**config.mk**
```make
export PLATFORM = sky130hd
export DESIGN_NAME = tcc_timer
export DESIGN_NICKNAME = d
export VERILOG_FILES = /design/src/verilog/tcc_pkg.sv /design/src/verilog/tcc_sync.sv /design/src/verilog/tcc_prescaler.sv /design/src/verilog/tcc_timer.sv
export VERILOG_INCLUDE_DIRS = /design/src /design/src/verilog
export SDC_FILE = /design/constraint.sdc
export NUM_CORES = 1
export LEC_CHECK = 0
export ABC_CLOCK_PERIOD_IN_PS = 7250
export BUFFER_PORTS_ARGS = -buffer_cell sky130_fd_sc_hd__buf_2
export CAP_MARGIN = 20
export CORE_ASPECT_RATIO = 0.6
export CORE_MARGIN = 8
export CORE_UTILIZATION = 35
export CTS_BUF_LIST = sky130_fd_sc_hd__clkbuf_8
export DETAILED_ROUTE_END_ITERATION = 7
export GPL_TIMING_DRIVEN = 1
export PLACE_DENSITY = 0.55
export SLEW_MARGIN = 20
export SYNTH_ARGS = -nofsm -noshare
export SYNTH_HDL_FRONTEND = slang
export SYNTH_SLANG_ARGS = --single-unit
```
**constraint.sdc**
```tcl
create_clock -name i_clock -period 7.25 [get_ports i_clock]
set_input_delay 2.175 -clock i_clock [delete_from_list [all_inputs] [get_ports i_clock]]
set_output_delay 2.175 -clock i_clock [all_outputs]
set_load 0.02 [all_outputs]
```
**src/verilog/tcc_map.svh**
```systemverilog
// register offsets, field positions and reset values of the timer block
`ifndef TCC_MAP_SVH
`define TCC_MAP_SVH

// per channel register offsets, channel index in address bits 7:6
`define TCC_CH_IDX_MSB      7
`define TCC_CH_IDX_LSB      6
`define TCC_OFS_MSB         5
`define TCC_CTRL_OFS        6'h00
`define TCC_MODE_OFS        6'h04
`define TCC_VALUE_OFS       6'h10
`define TCC_STATUS_OFS      6'h20
`define TCC_MASK_OFS        6'h2c

// block level registers
`define TCC_BCTRL_ADDR      8'hc0
`define TCC_BMODE_ADDR      8'hc4
`define TCC_BCFG_ADDR       8'hc8

// channel control register fields (write only commands)
`define TCC_CTRL_CLKEN      0
`define TCC_CTRL_CLKDIS     1
`define TCC_CTRL_SWTRG      2

// channel mode register fields
`define TCC_MODE_W          18
`define TCC_MODE_CLKSEL_LSB 0
`define TCC_MODE_CLKINV     3
`define TCC_MODE_BURST_LSB  4
`define TCC_MODE_BOE        14
`define TCC_MODE_WAVE       15
`define TCC_MODE_AOUT       16
`define TCC_MODE_BOUT       17
`define TCC_MODE_RST        18'h00000

// channel status register fields
`define TCC_ST_OVF          0
`define TCC_ST_CLKON        16
`define TCC_ST_LINE_A       17
`define TCC_ST_LINE_B       18

// block control, block mode and block config fields
`define TCC_BCTRL_SYNC      0
`define TCC_BMODE_W         6
`define TCC_BMODE_RST       6'h00
`define TCC_BCFG_SLOW       0

`endif

```
**src/verilog/tcc_pkg.sv**
```systemverilog
// types shared by the timer block
package tcc_pkg;

    typedef enum logic [2:0] {
        TCC_CLK_DIV2   = 3'h0,
        TCC_CLK_DIV8   = 3'h1,
        TCC_CLK_DIV32  = 3'h2,
        TCC_CLK_DIV128 = 3'h3,
        TCC_CLK_SLOW   = 3'h4,
        TCC_CLK_XC0    = 3'h5,
        TCC_CLK_XC1    = 3'h6,
        TCC_CLK_XC2    = 3'h7
    } tcc_clksel_e;

    typedef enum logic [1:0] {
        TCC_BURST_NONE = 2'h0,
        TCC_BURST_XC0  = 2'h1,
        TCC_BURST_XC1  = 2'h2,
        TCC_BURST_XC2  = 2'h3
    } tcc_burst_e;

    typedef enum logic [1:0] {
        TCC_CHAIN_PIN      = 2'h0,
        TCC_CHAIN_NONE     = 2'h1,
        TCC_CHAIN_OTHER_LO = 2'h2,
        TCC_CHAIN_OTHER_HI = 2'h3
    } tcc_chain_e;

    typedef logic [15:0] tcc_count_t;

endpackage

```
**src/verilog/tcc_sync.sv**
```systemverilog
// two flip-flop synchroniser with rising edge detect
`timescale 1ns/1ps
module tcc_sync #(
    parameter int WIDTH = 10
) (
    // clock and reset
    input  wire logic             i_clock,
    input  wire logic             i_reset_n,
    // asynchronous inputs
    input  wire logic [WIDTH-1:0] i_async,
    // synchronised level and rising edge pulse
    output logic      [WIDTH-1:0] o_level,
    output logic      [WIDTH-1:0] o_rise
);

    initial
    begin
        if (WIDTH < 1)
            $error("tcc_sync: WIDTH must be at least 1");
    end

    logic [WIDTH-1:0] meta_r;
    logic [WIDTH-1:0] level_r;
    logic [WIDTH-1:0] prev_r;

    always_ff @(posedge i_clock or negedge i_reset_n)
    begin
        if (!i_reset_n)
        begin
            meta_r  <= '0;
            level_r <= '0;
            prev_r  <= '0;
        end
        else
        begin
            meta_r  <= i_async;
            level_r <= meta_r;
            prev_r  <= level_r;
        end
    end

    assign o_level = level_r;
    assign o_rise  = level_r & ~prev_r;

endmodule

```
**src/verilog/tcc_prescaler.sv**
```systemverilog
// shared internal clock ticks: master clock /2, /8, /32, /128 and slow clock
`timescale 1ns/1ps
module tcc_prescaler #(
    parameter int DIV_BITS = 7
) (
    // clock and reset
    input  wire logic       i_clock,
    input  wire logic       i_reset_n,
    // slow clock rising edge and master clock source
    input  wire logic       i_slow_rise,
    input  wire logic       i_master_from_slow,
    // one-cycle enable per internal clock choice
    output logic      [4:0] o_tick
);

    initial
    begin
        if (DIV_BITS < 7)
            $error("tcc_prescaler: DIV_BITS must be at least 7");
    end

    logic [DIV_BITS-1:0] div_r;
    logic [DIV_BITS-1:0] div_nxt;
    logic [4:0]          tick_r;
    logic [4:0]          tick_nxt;

    always_comb
    begin
        div_nxt  = div_r + {{(DIV_BITS-1){1'b0}}, 1'b1};
        tick_nxt = '0;
        // fifth choice carries the master clock itself when it runs from slow clock
        tick_nxt[4] = i_master_from_slow ? 1'b1 : i_slow_rise;
    end

    // divide by 2, 8, 32, 128: low 1, 3, 5, 7 bits all ones
    for (genvar k = 0; k < 4; k++)
    begin : g_div
        localparam logic [DIV_BITS-1:0] MASK = DIV_BITS'((1 << (2 * k + 1)) - 1);
        always_ff @(posedge i_clock or negedge i_reset_n)
        begin
            if (!i_reset_n)
                tick_r[k] <= 1'b0;
            else
                tick_r[k] <= ((div_r & MASK) == MASK);
        end
    end

    always_ff @(posedge i_clock or negedge i_reset_n)
    begin
        if (!i_reset_n)
        begin
            div_r     <= '0;
            tick_r[4] <= 1'b0;
        end
        else
        begin
            div_r     <= div_nxt;
            tick_r[4] <= tick_nxt[4];
        end
    end

    assign o_tick = tick_r;

endmodule

```
**src/verilog/tcc_timer.sv**
```systemverilog
// three channel 16-bit timer with clock selection, chaining and interrupts
//
// Contract
// - three identical independent 16-bit counter channels
// - block control write starts all channels together
// - block mode picks each external clock source
// - internal clocks master /2 /8 /32 /128, slow
// - fifth choice is master clock when slow-sourced
// - three external, five internal clocks, two lines
// - line a input measuring, output in wave
// - line b input measuring, either in wave
// - each channel drives its own interrupt line
// - counter increments on each selected clock edge
// - wrap from maximum to zero sets overflow flag
// - counter value reads live without stopping
// - trigger zeroes count at next valid edge
// - external inputs from pins or other line a
// - clock select field picks among eight clocks
// - invert bit counts on opposite external clock edges
// - burst gates counting on a high external input
//
// The strobed register port and the register offsets are this design's own decisions.
`timescale 1ns/1ps
`include "tcc_map.svh"
module tcc_timer #(
    parameter int CHANNELS = 3,
    parameter int CNT_W    = 16
) (
    // clock and reset
    input  wire logic        i_clock,
    input  wire logic        i_reset_n,
    // register port
    input  wire logic [7:0]  i_addr,
    input  wire logic [31:0] i_wdata,
    input  wire logic        i_wr,
    input  wire logic        i_rd,
    output logic      [31:0] o_rdata,
    // external clock pins and slow clock
    input  wire logic [2:0]  i_ext_clock_pin,
    input  wire logic        i_slow_clock,
    // channel lines
    input  wire logic [2:0]  i_channel_line_a,
    output logic      [2:0]  o_channel_line_a,
    output logic      [2:0]  o_channel_line_a_oe,
    input  wire logic [2:0]  i_channel_line_b,
    output logic      [2:0]  o_channel_line_b,
    output logic      [2:0]  o_channel_line_b_oe,
    // interrupts
    output logic      [2:0]  o_channel_irq,
    output logic             o_irq
);

    initial
    begin
        if (CHANNELS != 3 || CNT_W != 16)
            $error("tcc_timer: logic serves three channels of 16 bits only");
    end

    // pin synchronisers: pins, slow clock, line a, line b
    logic [9:0] sync_lvl;
    logic [9:0] sync_rise;

    tcc_sync #(
        .WIDTH(10)
    ) u_sync (
        .i_clock   (i_clock),
        .i_reset_n (i_reset_n),
        .i_async   ({i_channel_line_b, i_channel_line_a, i_slow_clock, i_ext_clock_pin}),
        .o_level   (sync_lvl),
        .o_rise    (sync_rise)
    );

    logic [2:0] pin_lvl;
    logic [2:0] line_a_in;
    logic [2:0] line_b_in;
    assign pin_lvl   = sync_lvl[2:0];
    assign line_a_in = sync_lvl[6:4];
    assign line_b_in = sync_lvl[9:7];

    // block level registers
    logic [`TCC_BMODE_W-1:0] bmode_r;
    logic [`TCC_BMODE_W-1:0] bmode_nxt;
    logic                    slow_src_r;
    logic                    slow_src_nxt;
    logic                    sync_trig;

    logic [7:0] ofs_lo;
    assign ofs_lo = {2'h0, i_addr[`TCC_OFS_MSB:0]};

    always_comb
    begin
        bmode_nxt    = bmode_r;
        slow_src_nxt = slow_src_r;
        if (i_wr && i_addr == `TCC_BMODE_ADDR)
            bmode_nxt = i_wdata[`TCC_BMODE_W-1:0];
        if (i_wr && i_addr == `TCC_BCFG_ADDR)
            slow_src_nxt = i_wdata[`TCC_BCFG_SLOW];
    end

    // one write triggers every channel in the same cycle
    assign sync_trig = i_wr && i_addr == `TCC_BCTRL_ADDR && i_wdata[`TCC_BCTRL_SYNC];

    always_ff @(posedge i_clock or negedge i_reset_n)
    begin
        if (!i_reset_n)
        begin
            bmode_r    <= `TCC_BMODE_RST;
            slow_src_r <= 1'b0;
        end
        else
        begin
            bmode_r    <= bmode_nxt;
            slow_src_r <= slow_src_nxt;
        end
    end

    // shared internal clock ticks
    logic [4:0] int_tick;

    tcc_prescaler #(
        .DIV_BITS(7)
    ) u_prescaler (
        .i_clock            (i_clock),
        .i_reset_n          (i_reset_n),
        .i_slow_rise        (sync_rise[3]),
        .i_master_from_slow (slow_src_r),
        .o_tick             (int_tick)
    );

    // line a level seen by chaining: driven value in wave mode, else pin
    logic [2:0] line_a_lvl;
    logic [2:0] line_a_out_r;
    logic [2:0] wave_r;

    assign line_a_lvl = (wave_r & line_a_out_r) | (~wave_r & line_a_in);

    // external clock inputs routed from pins or other channels' line a
    logic [2:0] xc_lvl;
    logic [2:0] xc_prev_r;
    logic [2:0] xc_rise;
    logic [2:0] xc_fall;

    for (genvar k = 0; k < 3; k++)
    begin : g_xc
        localparam int LO = (k == 0) ? 1 : 0;
        localparam int HI = (k == 2) ? 1 : 2;
        tcc_pkg::tcc_chain_e src;
        assign src = tcc_pkg::tcc_chain_e'(bmode_r[2*k+1:2*k]);
        always_comb
        begin
            unique case (src)
                tcc_pkg::TCC_CHAIN_PIN:      xc_lvl[k] = pin_lvl[k];
                tcc_pkg::TCC_CHAIN_NONE:     xc_lvl[k] = 1'b0;
                tcc_pkg::TCC_CHAIN_OTHER_LO: xc_lvl[k] = line_a_lvl[LO];
                tcc_pkg::TCC_CHAIN_OTHER_HI: xc_lvl[k] = line_a_lvl[HI];
            endcase
        end
        always_ff @(posedge i_clock or negedge i_reset_n)
        begin
            if (!i_reset_n)
                xc_prev_r[k] <= 1'b0;
            else
                xc_prev_r[k] <= xc_lvl[k];
        end
        assign xc_rise[k] = xc_lvl[k] & ~xc_prev_r[k];
        assign xc_fall[k] = ~xc_lvl[k] & xc_prev_r[k];
    end

    // channels
    logic [2:0]                     ch_hit;
    logic [2:0][`TCC_MODE_W-1:0]    mode_r;
    logic [2:0][CNT_W-1:0]          cv_r;
    logic [2:0]                     ovf_r;
    logic [2:0]                     mask_r;
    logic [2:0]                     clken_r;
    logic [2:0]                     irq_r;
    logic [2:0]                     line_b_out_r;
    logic [2:0]                     line_a_oe_r;
    logic [2:0]                     line_b_oe_r;

    for (genvar c = 0; c < 3; c++)
    begin : g_ch
        logic                    started_r;
        logic                    pend_r;
        logic [`TCC_MODE_W-1:0]  mode_nxt;
        logic [CNT_W-1:0]        cv_nxt;
        logic                    ovf_nxt;
        logic                    mask_nxt;
        logic                    clken_nxt;
        logic                    started_nxt;
        logic                    pend_nxt;
        logic                    tick;
        logic                    burst_ok;
        logic                    edge_ok;
        logic                    trig;
        logic                    wr_ctrl;
        tcc_pkg::tcc_clksel_e    sel;
        tcc_pkg::tcc_burst_e     burst;

        assign ch_hit[c] = i_addr[`TCC_CH_IDX_MSB:`TCC_CH_IDX_LSB] == 2'(c);
        assign sel   = tcc_pkg::tcc_clksel_e'(mode_r[c][`TCC_MODE_CLKSEL_LSB +: 3]);
        assign burst = tcc_pkg::tcc_burst_e'(mode_r[c][`TCC_MODE_BURST_LSB +: 2]);
        assign wr_ctrl = i_wr && ch_hit[c] && i_addr[`TCC_OFS_MSB:0] == `TCC_CTRL_OFS;
        assign trig  = (wr_ctrl && i_wdata[`TCC_CTRL_SWTRG]) || sync_trig;

        // selected clock edge as a one-cycle enable
        always_comb
        begin
            unique case (sel)
                tcc_pkg::TCC_CLK_DIV2:   tick = int_tick[0];
                tcc_pkg::TCC_CLK_DIV8:   tick = int_tick[1];
                tcc_pkg::TCC_CLK_DIV32:  tick = int_tick[2];
                tcc_pkg::TCC_CLK_DIV128: tick = int_tick[3];
                tcc_pkg::TCC_CLK_SLOW:   tick = int_tick[4];
                tcc_pkg::TCC_CLK_XC0:    tick = mode_r[c][`TCC_MODE_CLKINV] ? xc_fall[0]
                                                                            : xc_rise[0];
                tcc_pkg::TCC_CLK_XC1:    tick = mode_r[c][`TCC_MODE_CLKINV] ? xc_fall[1]
                                                                            : xc_rise[1];
                tcc_pkg::TCC_CLK_XC2:    tick = mode_r[c][`TCC_MODE_CLKINV] ? xc_fall[2]
                                                                            : xc_rise[2];
            endcase
        end

        always_comb
        begin
            unique case (burst)
                tcc_pkg::TCC_BURST_NONE: burst_ok = 1'b1;
                tcc_pkg::TCC_BURST_XC0:  burst_ok = xc_lvl[0];
                tcc_pkg::TCC_BURST_XC1:  burst_ok = xc_lvl[1];
                tcc_pkg::TCC_BURST_XC2:  burst_ok = xc_lvl[2];
            endcase
        end

        assign edge_ok = tick && burst_ok && clken_r[c];

        always_comb
        begin
            mode_nxt    = mode_r[c];
            mask_nxt    = mask_r[c];
            clken_nxt   = clken_r[c];
            started_nxt = started_r;
            pend_nxt    = pend_r;
            cv_nxt      = cv_r[c];
            ovf_nxt     = ovf_r[c];
            if (i_wr && ch_hit[c] && i_addr[`TCC_OFS_MSB:0] == `TCC_MODE_OFS)
                mode_nxt = i_wdata[`TCC_MODE_W-1:0];
            if (i_wr && ch_hit[c] && i_addr[`TCC_OFS_MSB:0] == `TCC_MASK_OFS)
                mask_nxt = i_wdata[`TCC_ST_OVF];
            if (i_wr && ch_hit[c] && i_addr[`TCC_OFS_MSB:0] == `TCC_STATUS_OFS
                    && i_wdata[`TCC_ST_OVF])
                ovf_nxt = 1'b0;
            if (wr_ctrl && i_wdata[`TCC_CTRL_CLKEN])
                clken_nxt = 1'b1;
            if (wr_ctrl && i_wdata[`TCC_CTRL_CLKDIS])
            begin
                clken_nxt   = 1'b0;
                started_nxt = 1'b0;
            end
            // trigger starts counting only with the clock enabled; zeroing waits for the next valid edge
            if (trig && clken_nxt)
            begin
                started_nxt = 1'b1;
                pend_nxt    = 1'b1;
            end
            if (edge_ok && pend_r)
            begin
                cv_nxt   = '0;
                pend_nxt = trig;
            end
            else if (edge_ok && started_r)
            begin
                cv_nxt = cv_r[c] + CNT_W'(1);
                if (cv_r[c] == {CNT_W{1'b1}})
                    ovf_nxt = 1'b1;
            end
        end

        always_ff @(posedge i_clock or negedge i_reset_n)
        begin
            if (!i_reset_n)
            begin
                mode_r[c]       <= `TCC_MODE_RST;
                mask_r[c]       <= 1'b0;
                clken_r[c]      <= 1'b0;
                started_r       <= 1'b0;
                pend_r          <= 1'b0;
                cv_r[c]         <= '0;
                ovf_r[c]        <= 1'b0;
                irq_r[c]        <= 1'b0;
                wave_r[c]       <= 1'b0;
                line_a_out_r[c] <= 1'b0;
                line_b_out_r[c] <= 1'b0;
                line_a_oe_r[c]  <= 1'b0;
                line_b_oe_r[c]  <= 1'b0;
            end
            else
            begin
                mode_r[c]       <= mode_nxt;
                mask_r[c]       <= mask_nxt;
                clken_r[c]      <= clken_nxt;
                started_r       <= started_nxt;
                pend_r          <= pend_nxt;
                cv_r[c]         <= cv_nxt;
                ovf_r[c]        <= ovf_nxt;
                irq_r[c]        <= ovf_nxt & mask_nxt;
                wave_r[c]       <= mode_nxt[`TCC_MODE_WAVE];
                line_a_out_r[c] <= mode_nxt[`TCC_MODE_AOUT];
                line_b_out_r[c] <= mode_nxt[`TCC_MODE_BOUT];
                line_a_oe_r[c]  <= mode_nxt[`TCC_MODE_WAVE];
                line_b_oe_r[c]  <= mode_nxt[`TCC_MODE_WAVE]
                                   & mode_nxt[`TCC_MODE_BOE];
            end
        end
    end

    // read data for the cycle after the read strobe
    logic [31:0] rdata_r;
    logic [31:0] rdata_nxt;
    logic        irq_any_r;
    logic [1:0]  rd_ch;

    assign rd_ch = i_addr[`TCC_CH_IDX_MSB:`TCC_CH_IDX_LSB];

    always_comb
    begin
        rdata_nxt = '0;
        if (i_rd)
        begin
            if (i_addr == `TCC_BMODE_ADDR)
                rdata_nxt = {{(32-`TCC_BMODE_W){1'b0}}, bmode_r};
            else if (i_addr == `TCC_BCFG_ADDR)
                rdata_nxt = {31'h0, slow_src_r};
            else if (rd_ch != 2'h3)
            begin
                unique case (ofs_lo[`TCC_OFS_MSB:0])
                    `TCC_MODE_OFS:
                        rdata_nxt = {{(32-`TCC_MODE_W){1'b0}}, mode_r[rd_ch]};
                    `TCC_VALUE_OFS:
                        rdata_nxt = {16'h0, cv_r[rd_ch]};
                    `TCC_STATUS_OFS:
                    begin
                        rdata_nxt[`TCC_ST_OVF]    = ovf_r[rd_ch];
                        rdata_nxt[`TCC_ST_CLKON]  = clken_r[rd_ch];
                        rdata_nxt[`TCC_ST_LINE_A] = line_a_lvl[rd_ch];
                        rdata_nxt[`TCC_ST_LINE_B] = line_b_in[rd_ch];
                    end
                    `TCC_MASK_OFS:
                        rdata_nxt = {31'h0, mask_r[rd_ch]};
                    default:
                        rdata_nxt = '0;
                endcase
            end
        end
    end

    always_ff @(posedge i_clock or negedge i_reset_n)
    begin
        if (!i_reset_n)
        begin
            rdata_r   <= '0;
            irq_any_r <= 1'b0;
        end
        else
        begin
            rdata_r   <= rdata_nxt;
            irq_any_r <= |(ovf_r & mask_r);
        end
    end

    assign o_rdata             = rdata_r;
    assign o_channel_line_a    = line_a_out_r;
    assign o_channel_line_a_oe = line_a_oe_r;
    assign o_channel_line_b    = line_b_out_r;
    assign o_channel_line_b_oe = line_b_oe_r;
    assign o_channel_irq       = irq_r;
    assign o_irq               = irq_any_r;

endmodule

```
Word level (Yosys, flattened, before mapping):

Index checks and enable logic that the tools add are counted.

* word-level logic and storage cells: 292
* register bits: 211
* memories kept: 0
* bits of input ports: 54
* latch bits: 0
* RAM bits: 0
* output and inout bits: 48
* ROM bits: 0

* div/mod/pow operators: 0
* add/sub/neg operators: 4
* reductions and logical operators: 70
* shift operators: 0
* multipliers: 0
* bitwise operators: 25
* multiplexer cells: 82
* eq/ne operators: 55
* $lt $le $gt $ge: 1

Operators with widths (number)
* $mux W16: 7
* $mux W19: 4
* $mux W18: 4
* $add A16 B1 Y16 const B: 3
* $eq A16 B16 Y1 const B: 3
* $mux W1: 48
* $logic_and A1 B1 Y1: 46
* $eq A3 B3 Y1 const B: 13
* $bmux W18 S2: 1
* $bmux W16 S2: 1
* $pmux W15 S2: 1
* $pmux W1 S4: 7
* $eq A2 B2 Y1 const B: 13
* $eq A8 B8 Y1 const B: 3
* $pmux W1 S8: 3
* $eq A3 B2 Y1 const B: 6
* $reduce_bool A2 Y1: 9
* $eq A2 B1 Y1 const B: 7
* $logic_not A2 Y1: 7
* $and A1 B1 Y1: 12
* $eq A6 B6 Y1 const B: 2
* $bmux W1 S2: 5
* $and A3 B3 Y3: 3
* $eq A3 B1 Y1 const B: 3
* other kinds (17): 26

Depth between registers and ports, before layout:

Gate-level depths: netlist of the first run.

* word-level depth: 14
* mapped depth: 10
* mapped depth without buffers: 8

Cells and area by module:

A second synthesis of the first run with hierarchy kept.

* cells, all modules: 927
* area, all modules: 9875.7 µm²

Modules (own cells, without submodules)
* tcc_timer: cells an instance 859, instances 1, seq. area each 3828.7 µm², area each 8564.5 µm²
* tcc_sync: cells an instance 40, instances 1, seq. area each 750.7 µm², area each 888.4 µm²
* tcc_prescaler: cells an instance 28, instances 1, seq. area each 300.3 µm², area each 422.9 µm²

Least setup slack after synthesis of the first run:

OpenSTA, ideal clock, no wires.

* path type: in2reg
* start point: in i_addr[1]
* end point: reg g_ch[1].started_r
* data arrival time: 3.781 ns
* path buffers: 0
* cell stages on the path: 6
* path slack: 3.351 ns
* setup time: 0.118 ns
* required time: 7.132 ns
* cells stage by stage: nor4_1 > nor3b_2 > nand4_1 > and2_1 > and2_1 > a21o_1

* word-level cells in the longest chain between the ends: 7
* elaborated cells on any way between the ends: 14
* classes of those cells: eq/ne: 1; mux: 3; reduce/logical: 10

RTL lines
* start: declaration: RTL line tcc_timer.sv:33 `input wire logic [7:0] i_addr,`
* $logic_not A6 Y1 (no line) (*)
* $logic_and A1 B1 Y1 (no line) (*)
* $logic_and A1 B1 Y1: RTL line tcc_timer.sv:252 `` if (wr_ctrl && i_wdata[`TCC_CTRL_CLKEN]) ``
* $mux W1: RTL line tcc_timer.sv:252
* $mux W1 (*): RTL line tcc_timer.sv:254 `` if (wr_ctrl && i_wdata[`TCC_CTRL_CLKDIS]) ``
* net g_ch[1].clken_nxt: RTL line tcc_timer.sv:189 `logic clken_nxt;`
* $logic_and A1 B1 Y1 (*): RTL line tcc_timer.sv:260 `if (trig && clken_nxt)`
* $mux W1 or $reduce_bool A2 Y1 (tied branches)
* end signal: assignment: RTL line tcc_timer.sv:301 `started_r <= started_nxt;`
* end: declaration: RTL line tcc_timer.sv:183 `logic started_r;`

The timed path passes the listed nets; every way through them passes the cells marked *.
A chain may end at the register's enable or synchronous reset.

Final worst setup path of the first run:

* start point: in i_addr[7]
* end point: reg bmode_r[2]

* word-level cells in the longest chain between the ends: 2

RTL lines
* $eq A8 B8 Y1 (no line)
* $logic_and A1 B1 Y1 (no line)
* end signal: assignment: RTL line tcc_timer.sv:107 `` bmode_r <= `TCC_BMODE_RST; ``
* end signal: assignment: RTL line tcc_timer.sv:112 `bmode_r <= bmode_nxt;`
* end: declaration: RTL line tcc_timer.sv:81 `` logic [`TCC_BMODE_W-1:0] bmode_r; ``

No other way between the ends.

==> results of run 1 <==
[how the worst min path moves through the flow]
stage	startpoint	to	slack, ps	depth (start not counted)
finish	u_sync.meta_r[7]	u_sync.o_level[7]	350	0
global route	u_sync.meta_r[1]	u_sync.o_level[1]	360	0
CTS	u_sync.meta_r[7]	u_sync.o_level[7]	360	0
detailed placement	u_sync.meta_r[1]	u_sync.o_level[1]	330	0
global placement	u_sync.meta_r[3]	u_sync.o_level[3]	330	0
floorplan	u_sync.meta_r[0]	u_sync.o_level[0]	330	0
[cell families (layout without fill, tap and decap cells)]
| family | Yosys count | after routing | synth area share (%) |
|---|---|---|---|
| compound gates | 234 | 234 | 16.12 |
| fa+ha+maj | 6 | 6 | 0.8039 |
| other cells | 1 | 14 | 0.04016 |
| flops | 186 | 186 | 49.85 |
| xor+xnor | 3 | 3 | 0.2814 |
| buf+inv | 91 | 131 | 4.757 |
| mux | 113 | 113 | 12.98 |
| simple gates | 291 | 291 | 15.17 |
[layer usage]
| metal | global-route usage [%] | up-vias |
|---|---|---|
| li1 | - | 3401 |
| met1 | 24.55 | 3630 |
| met2 | 22.13 | 187 |
| met3 | 3.766 | 25 |
| met4 | 4.233 | 0 |
| met5 | 0 | - |
[placed cells by master, fill, tap and decap left out, drive strengths merged, types with 12 or more instances in the layout]
| cell type | netlist | layout |
|---|---|---|
| buf | 38 | 84 |
| o21ai | 64 | 64 |
| inv | 16 | 20 |
| nand4 | 12 | 12 |
| dfrtp | 186 | 186 |
| nor2 | 107 | 107 |
| nand2 | 54 | 54 |
| o22ai | 17 | 17 |
| and3 | 13 | 13 |
| conb | 1 | 13 |
| nand3 | 27 | 27 |
| o31ai | 23 | 23 |
| clkbuf | 37 | 18 |
| a21oi | 63 | 63 |
| mux2i | 48 | 48 |
| mux2 | 65 | 65 |
| nor2b | 15 | 15 |
[flip-flops by register name, summed over array words and instances (netlist names), 3 cells and up]
signal,cells
u_prescaler.div_r,7
clken_r,3
g_ch.started_r,3
u_sync.meta_r,10
u_prescaler.o_tick,5
o_rdata,19
o_channel_line_b_oe,3
o_channel_irq,3
xc_prev_r,3
g_ch.pend_r,3
g_ch.burst,6
mode_r,39
cv_r,48
g_ch.sel,9
u_sync.o_level,10
ovf_r,3
bmode_r,6
mask_r,3
[worst max-delay path, cell delays in order]
cell,delay (ps)
buf_2,540
buf_4,560
nand2_1,190
nor3_1,450
nor2b_1,300
nand2_1,260
mux2_2,340
[layout make-up]
class	instances	area (um2)	share of cell area, %
well taps	360	450.4	4.357
inverters	16	60.06	0.5810
clock buffers	17	234.0	2.263
multi-input cells	660	4294	41.54
flip-flops and latches	186	4654	45.03
clock inverters	13	172.7	1.670
repair buffers	85	469.2	4.539
diodes	1	2.502	0.02421
[power breakdown]
part / switching [mW] / internal (mW)
logic: 0.0962 / 0.0488
registers: 0.0253 / 1.06
clock network: 0.396 / 0.343
total: 0.517 / 1.46
==> flow_summary.toml, run 1 <==
[power]
powerDensity_nw_per_um2 = 190.8
peakVddDrop_mv = 0.1241
p_leak_nw = 4.718
power_mw = 1.973

[floorplan]
rows = 46
die_h_um = 142.5
dieArea_um2 = 32330
initial_core_util_pct = 35.50
ios = 102
die_width_um = 226.9
coreArea_um2 = 26300

[flow_run]
maxCapViolations = 0

[clocking]
clkTransAtPathRegs_ps = 90
cts-root-buf = "clkbuf_8"
cts_tree = "done"
cts_setup_buffers = 0
numCtsBuffers = 17
postCtsHoldBufs = 0
htree_levels = 4
cts_resized = 0
clock_sinks = 186
cts_buffer_depth = 2
insertion_delay_ps = 500

[timing]
slew_headroom_pct = 41.33
setup_violations = 0
whs_ps = 354.4
fin_crit_ps = 4485
slew_viol_final = 0
setup_slack_ps = 2765
fin_skew_ps = 15.15
fin_tns_setup_ps = 0
period_share_pct = 61.86
fmax_mhz = 223.0
hold_viol_final = 0
grt_setup_unrepaired = "false"
worst_pin_slew_ps = 880.0

[worst_setup_path]
end_kind = "register"
critPathLaunch = "i_addr[7]"
cp_data_arrival_time_ps = 4860
path_class = "input pin to register"
crit_path_end = "bmode_r[2]"
rr_endpoint = "cv_r[17]"
crit_path_start_kind = "input pin"
worst-r2r-setup-slack_ps = 3570
worstPathMaxFanout = 27
reg2reg_depth = 8
r2r_start = "mode_r[51]"
worstPathRequired_ps = 7630

[synth]
ys.warnings.count = 0
syn_avg_cell_area_um2 = 10.09
synth_cell_type_count = 67
yosysTopAreaCellShare_pct = 49.85
synth_top_area_cell = "dfrtp_1"
netlist_top_cells_area = "dfrtp_1 (50%), mux2_2 (7.8%), mux2i_1 (5.1%)"
syn_inst = 925
ys_seq_area_share_pct = 49.85
postSynth.asyncResetShare_pct = 100.0
netlist_top_cells_count = "dfrtp_1 (186), nor2_1 (106), mux2_2 (65)"
synth_seq_cells = 186
synth-main-ff-cell = "dfrtp_1"
synth_edf_count = 0
yosys.cell_count.top_type = "dfrtp_1"
netlist_area_um2 = 9338

[global_routing]
grt_max_degree = 82
grt_pass1_vias = 6910
grt_usage_pct = 16.08
overflow = 0
antenna_found_initial = 0
grt_first_pass_wirelength_mm = 40.34

[cells_and_area]
fin_area_um2 = 10340
final_cells = 1338
post-route-util_pct = 39.30
syn_to_final_growth_pct = 10.71
fillers = 2648
drive_above_1_share_pct = 19.86
final_nets = 1026

[route]
avgRoutedWirePerCell_um = 18.80
wl_met3_mm = 1.351
vias_per_cell = 5.413
postRouteAntennaNets = 0
num_vias = 7243
routed_wl_mm = 25.16
dr.pass1.iters = 5
dr_wl_met2_mm = 10.46
m1WireLength_mm = 13.02
drtIter0Drc = 642
top_layer_used = "met4"
drc = 0

[worst_hold_path]
hp-class = "register to register"

[placed_design]
pre_cts_ws_ps = 2265
placed_area_um2 = 9911
dp.cells = 1306
port-buffer-count = 74
gp_congestion = 0.8204
dpl.hpwl_mm = 17.80

[outcome]
status = "finished clean"
No activity file was read; power rests on OpenSTA's default activity.
==> run 2: changes to the inputs <==
Settings changed: ABC_AREA set to 1, ABC_CLOCK_PERIOD_IN_PS 7250 to 4600.
Clock period 7.25 ns to 4.6 ns, I/O delays scaled along.
==> run 2 against run 1 <==
Net effect:
- utilization is 0.061 points lower
- final cell count up 18%
- non-clock buffer count increased by 2
- total power up 87%
- die area increased by 3.1%
- synthesized cell count is 23% higher
- flip-flop and latch count unchanged
- hold slack gained 4.5 ps
- first-iteration DRC count increased by 35%
- critical path depth up 4
- setup slack worse by 1400 ps
- global-route usage up 2.1 points
==> flow_summary.toml, run 2 <==
[timing]
slew_viol_final = 0
slew_headroom_pct = 45.77
fin_tns_setup_ps = 0
worst_pin_slew_ps = 813.4
hold_viol_final = 0
fmax_mhz = 312.9
setup_slack_ps = 1405
grt_setup_unrepaired = "false"
setup_violations = 0
fin_skew_ps = 17.79
fin_crit_ps = 3195
period_share_pct = 69.47

[synth]
syn_avg_cell_area_um2 = 8.462
synth_fa_ha_area_share_pct = 0.7775
netlist_top_cells_area = "dfrtp_1 (48%), nand2_1 (11%), inv_1 (4.9%)"
synth_edf_count = 0
synth_compound_area_share_pct = 12.28
synth_cell_type_count = 50
postSynth.asyncResetShare_pct = 100.0
synthMuxAreaShare_pct = 0
ys.warnings.count = 0
netlist_top_cells_count = "nand2_1 (293), dfrtp_1 (186), inv_1 (125)"
synth-main-ff-cell = "dfrtp_1"
synth_top_area_cell = "dfrtp_1"
synth_seq_cells = 186
synth_top_family_by_area = "simple AND/OR/NAND/NOR gates"
ys_seq_area_share_pct = 48.21
synth-xor-area-share_pct = 4.082
netlist_area_um2 = 9656
synthSimpleGateAreaFrac_pct = 25.89
yosys.cell_count.top_type = "nand2_1"
yosysTopAreaCellShare_pct = 48.21
syn_inst = 1141

[cells_and_area]
fillers = 2850
fin_area_um2 = 10730
final_nets = 1266
post-route-util_pct = 39.24
syn_to_final_growth_pct = 11.13
drive_above_1_share_pct = 14.20
regMostFlops = "cv_r"
final_common_cell = "nand2_1"
largest_register_ffs = 48
mostFrequentLayoutCells = "nand2_1 (293), dfrtp_1 (186), inv_1 (126)"
n_antenna_cell = 0

[clocking]
cts_setup_buffers = 0
clkTransAtPathRegs_ps = 100
cts_resized = 0
insertion_delay_ps = 500
numCtsBuffers = 17
clock_sinks = 186
cts_buffer_depth = 2
htree_levels = 4
postCtsHoldBufs = 0
cts-root-buf = "clkbuf_8"
cts_tree = "done"

[worst_hold_path]
holdCritStartpoint = "u_sync.meta_r[8]"
holdPathEnd = "u_sync.o_level[8]"
hold_depth = 0
hp-class = "register to register"

[worst_setup_path]
path_buf_inv = 4
cp_common_cell = "nand2_1"
cpMaxStageDelayCell = "nor2_1"
rr_endpoint = "cv_r[8]"
worstPathRequired_ps = 4990
worstPathMaxFanout = 19
path_class = "input pin to register"
cp_data_arrival_time_ps = 3590
end_kind = "register"
r2r_start = "mode_r[16]"
slowest_delay_ps = 470
crit_path_start_kind = "input pin"
cp_top_family = "simple AND/OR/NAND/NOR gates"
worst-r2r-setup-slack_ps = 2170
path_cells = "buf_2 -> inv_2 -> nand2_1 -> nor2_1 -> inv_1 -> nor4_1 -> a21oi_1 -> nand2_1 -> nand2_1 -> o31ai_1 -> inv_1"
reg2reg_depth = 11

[route]
avgRoutedWirePerCell_um = 18.83
dr.pass1.iters = 5
drc = 0
routed_wl_mm = 29.84
vias_per_cell = 5.071
num_vias = 8037
drtIter0Drc = 864
postRouteAntennaNets = 0

[outcome]
status = "finished clean"

[global_routing]
antenna_found_initial = 0
grt_first_pass_wirelength_mm = 45.93
grt_max_degree = 96
grt_usage_pct = 18.20
grt_pass1_vias = 7434
overflow = 0

[floorplan]
initial_core_util_pct = 35.31
die_h_um = 144.7
ios = 102
die_width_um = 230.4
dieArea_um2 = 33330
coreArea_um2 = 27350
rows = 47

[power]
p_leak_nw = 5.100
peakVddDrop_mv = 0.1630
powerDensity_nw_per_um2 = 343.7

[placed_design]
pre_cts_ws_ps = 993.2
gp_congestion = 0.9217
placed_area_um2 = 10310
port-buffer-count = 74
dpl.hpwl_mm = 22.80

[flow_run]
maxCapViolations = 0
run 2: power by group:
part	switching, mW	total, mW	internal, mW
combinational	0.417	0.620	0.203
sequential	0.139	1.89	1.75
clock	0.624	1.18	0.556
run 2: how the worst max path moves through the flow:
stage,start,end,slack (ps),depth (start not counted)
after global routing,i_addr[7],g_ch[1].pend_r,1220,11
after CTS,i_addr[7],g_ch[1].pend_r,1550,11
after global placement,i_addr[7],g_ch[1].pend_r,960,11
final,i_addr[7],g_ch[1].pend_r,1400,11
after detailed placement,i_addr[7],g_ch[1].pend_r,990,11
after floorplan,i_addr[1],bmode_r[2],1870,10
run 2: cells by family (layout without fill, tap and decap cells):
kind of cell,Yosys count,count (layout)
adders and majority gates,6,6
AOI/OAI and AO/OA,187,187
other,1,13
xor gates and xnor gates,45,45
buffers and inverters,184,249
DFF,186,186
and+or+nand+nor,532,532
run 2: final cells by class:
type	count	area, um2	share of cell area (%)
clock inverter	13	168.9	1.574
clock buffer	18	247.7	2.309
tap	367	459.2	4.279
multi-input combinational	783	4207	39.20
sequential	186	4654	43.38
timing repair buffer	87	501.7	4.676
inverter	131	491.7	4.583
run 2: metal layers:
metal  track usage [%]  part of all wire, %  routed length [um]  vias to the layer above
met5            0.9346                 0.13                  40                        -
met4             4.850                  1.4                 416                        2
met3             5.121                  9.0                2680                       27
met2             22.49                   37               11070                      297
met1             29.23                   52               15640                     3839
li1                  -                    -                   -                     3872
run 2: stage by stage:
stage | hold WS (ps) | std cells | power [mW]
after global placement | 336.1 | 1554 | 2.521
after detailed placement | 336.3 | 1554 | 2.528
after floorplan | 331.2 | 1153 | 2.314
after CTS | 359.3 | 1585 | 3.718
after global routing | 362.6 | 1585 | 3.881
final | 359.0 | 1585 | 3.688
==> run 3: changes to the inputs <==
Settings changed: ABC_CLOCK_PERIOD_IN_PS 4600 to 2590, PLACE_DENSITY 0.55 to 0.57.
Clock period 4.6 ns to 2.59 ns, I/O delays scaled along.
==> run 3 against run 2 <==
Net effect:
- global-route usage rose by 0.51 points
- final cell count grew 1.8%
- setup slack worse by 1100 ps
- clock power rose by 69%
- die area did not move
- clock skew hardly changed
- via count up 1.1%
- first-iteration DRC count is 4.9% lower
- sequential share of layout area shrank 1.0 points
- critical path type is now register to register
- critical endpoint is now cv_r[8]
- largest cell class unchanged
- highest routed layer is now met4
==> flow_summary.toml, run 3 (synthesis results as in run 2) <==
[outcome]
status = "finished clean"

[placed_design]
placed_area_um2 = 10590
dp.cells = 1582
dpl.hpwl_mm = 23.15
port-buffer-count = 74
gp_congestion = 0.9420

[route]
avgRoutedWirePerCell_um = 18.67
postRouteAntennaNets = 0
dr.pass1.iters = 7
drc = 0
drtIter0Drc = 822
vias_per_cell = 5.037
num_vias = 8129
routed_wl_mm = 30.14

[worst_setup_path]
reg2reg_depth = 14
path_class = "register to register"
worst-r2r-setup-slack_ps = 340
path_cells = "nand2_1 -> nand3_1 -> nand3_2 -> nand2_2 -> nand2_1 -> nand3_1 -> nand2_1 -> nor2_4 -> nor2_4 -> nand2_2 -> nand2_4 -> inv_1 -> nand2_1 -> nand2_1"
cp_data_arrival_time_ps = 2680
rr_endpoint = "cv_r[8]"
slowest_delay_ps = 520
worstPathMaxFanout = 12
end_kind = "register"
crit_path_start_kind = "register"
cpMaxStageDelayCell = "dfrtp_1"
cp_common_cell = "nand2_1"
r2r_start = "mode_r[52]"
worstPathRequired_ps = 3020

[floorplan]
die_width_um = 230.4
coreArea_um2 = 27350
initial_core_util_pct = 35.31
die_h_um = 144.7
ios = 102
rows = 47
dieArea_um2 = 33330

[cells_and_area]
mostFrequentLayoutCells = "nand2_1 (293), dfrtp_1 (186), inv_1 (126)"
drive_above_1_share_pct = 16.20
regMostFlops = "cv_r"
final_cells = 1614
final_common_cell = "nand2_1"
largest_register_ffs = 48
fin_area_um2 = 10980
final_nets = 1294
n_antenna_cell = 0
syn_to_final_growth_pct = 13.75

[clocking]
cts_setup_buffers = 0
clkTransAtPathRegs_ps = 100
cts_buffer_depth = 2
cts-root-buf = "clkbuf_8"
numCtsBuffers = 17
cts_resized = 0
cts_tree = "done"
insertion_delay_ps = 500
clock_sinks = 186
htree_levels = 4
postCtsHoldBufs = 0

[global_routing]
antenna_found_initial = 0
use_met1_pct = 29.25
grt_first_pass_wirelength_mm = 47.11
grt_pass1_vias = 7788
grt_max_degree = 51
met3_usage_pct = 6.075
grt_usage_pct = 18.71
busiest_layer = "met1"
overflow = 0
globalRouteMet2Util_pct = 23.51

[timing]
period_share_pct = 86.86
slew_viol_final = 0
fin_crit_ps = 2250
fmax_mhz = 444.5
whs_ps = 234.8
worst_pin_slew_ps = 592.8
grt_setup_unrepaired = "false"
fin_skew_ps = 18.23
slew_headroom_pct = 60.06
setup_violations = 0
hold_viol_final = 0

[power]
p_leak_nw = 5.258
p_sw_mw = 2.124
clkPwrFrac_pct = 30.9
power_switching_share_pct = 32.71
powerDensity_nw_per_um2 = 591.2
seqPwrFrac_pct = 51.7
peakVddDrop_mv = 0.4589
internal_power_mw = 4.369
power_mw = 6.493
p_comb_share_pct = 17.4

[worst_hold_path]
hp-class = "input pin to asynchronous set/reset pin"

[flow_run]
maxCapViolations = 0
## run 3: changes by cell type in the layout (fill, tap and decap cells not counted)
cell / delta
buf_12: +5
clkbuf_8: +3
bufinv_16: -2
buf_4: +23
inv_8: -2
clkinv_2: -1
inv_6: +3
## run 3: stage by stage
step | setup WS, ps | TNS, ps | util, %
floorplan | 466.7 | 0 | -
global placement | -99.55 | -250.9 | 38.71
detailed placement | -73.89 | -240.4 | 38.71
CTS | 374.9 | 0 | 40.16
global route | 105.9 | 0 | 40.16
finish | 340.4 | 0 | 40.16
## run 3: worst max-delay path by stage
| stage | start | end | slack [ps] | cells after the start |
|---|---|---|---|---|
| 3_5_place_dp | i_addr[1] | o_channel_irq[2] | -70 | 9 |
| 4_1_cts | mode_r[16] | cv_r[8] | 370 | 11 |
| 2_1_floorplan | i_addr[1] | bmode_r[2] | 470 | 10 |
| 6_report | mode_r[52] | cv_r[8] | 340 | 14 |
| 3_3_place_gp | i_addr[1] | o_channel_irq[2] | -100 | 9 |
| 5_1_grt | mode_r[16] | cv_r[13] | 110 | 11 |
## run 3: worst max-delay path, delay by kind of cell, from the launching register on
kind,cells,cell delay [ps]
buffers and inverters,1,170
flip-flops,1,520
AND/OR/NAND/NOR,13,1490
## run 3: metal layers
metal,up-vias,wire [um]
li1,3923,-
met1,3860,15720
met2,312,10990
met3,34,2980
met4,0,446
met5,-,0
## run 3: area by class of cell
class	count	area, um2
multi-input combinational	783	4207
timing repair buffer	115	774.5
fill	2826	16360
inverter	131	491.7
tap	367	459.2
clock inverter	11	107.6
clock buffer	21	289.0
sequential	186	4654
## run 3: power groups by stage
stage | logic [mW] | registers, mW | clock network [mW]
2_1_floorplan | 0.781 | 3.33 | 0
3_3_place_gp | 1.11 | 3.40 | 0
3_5_place_dp | 1.12 | 3.40 | 0
4_1_cts | 1.13 | 3.35 | 2.05
5_1_grt | 1.27 | 3.39 | 2.17
6_report | 1.13 | 3.36 | 2.00
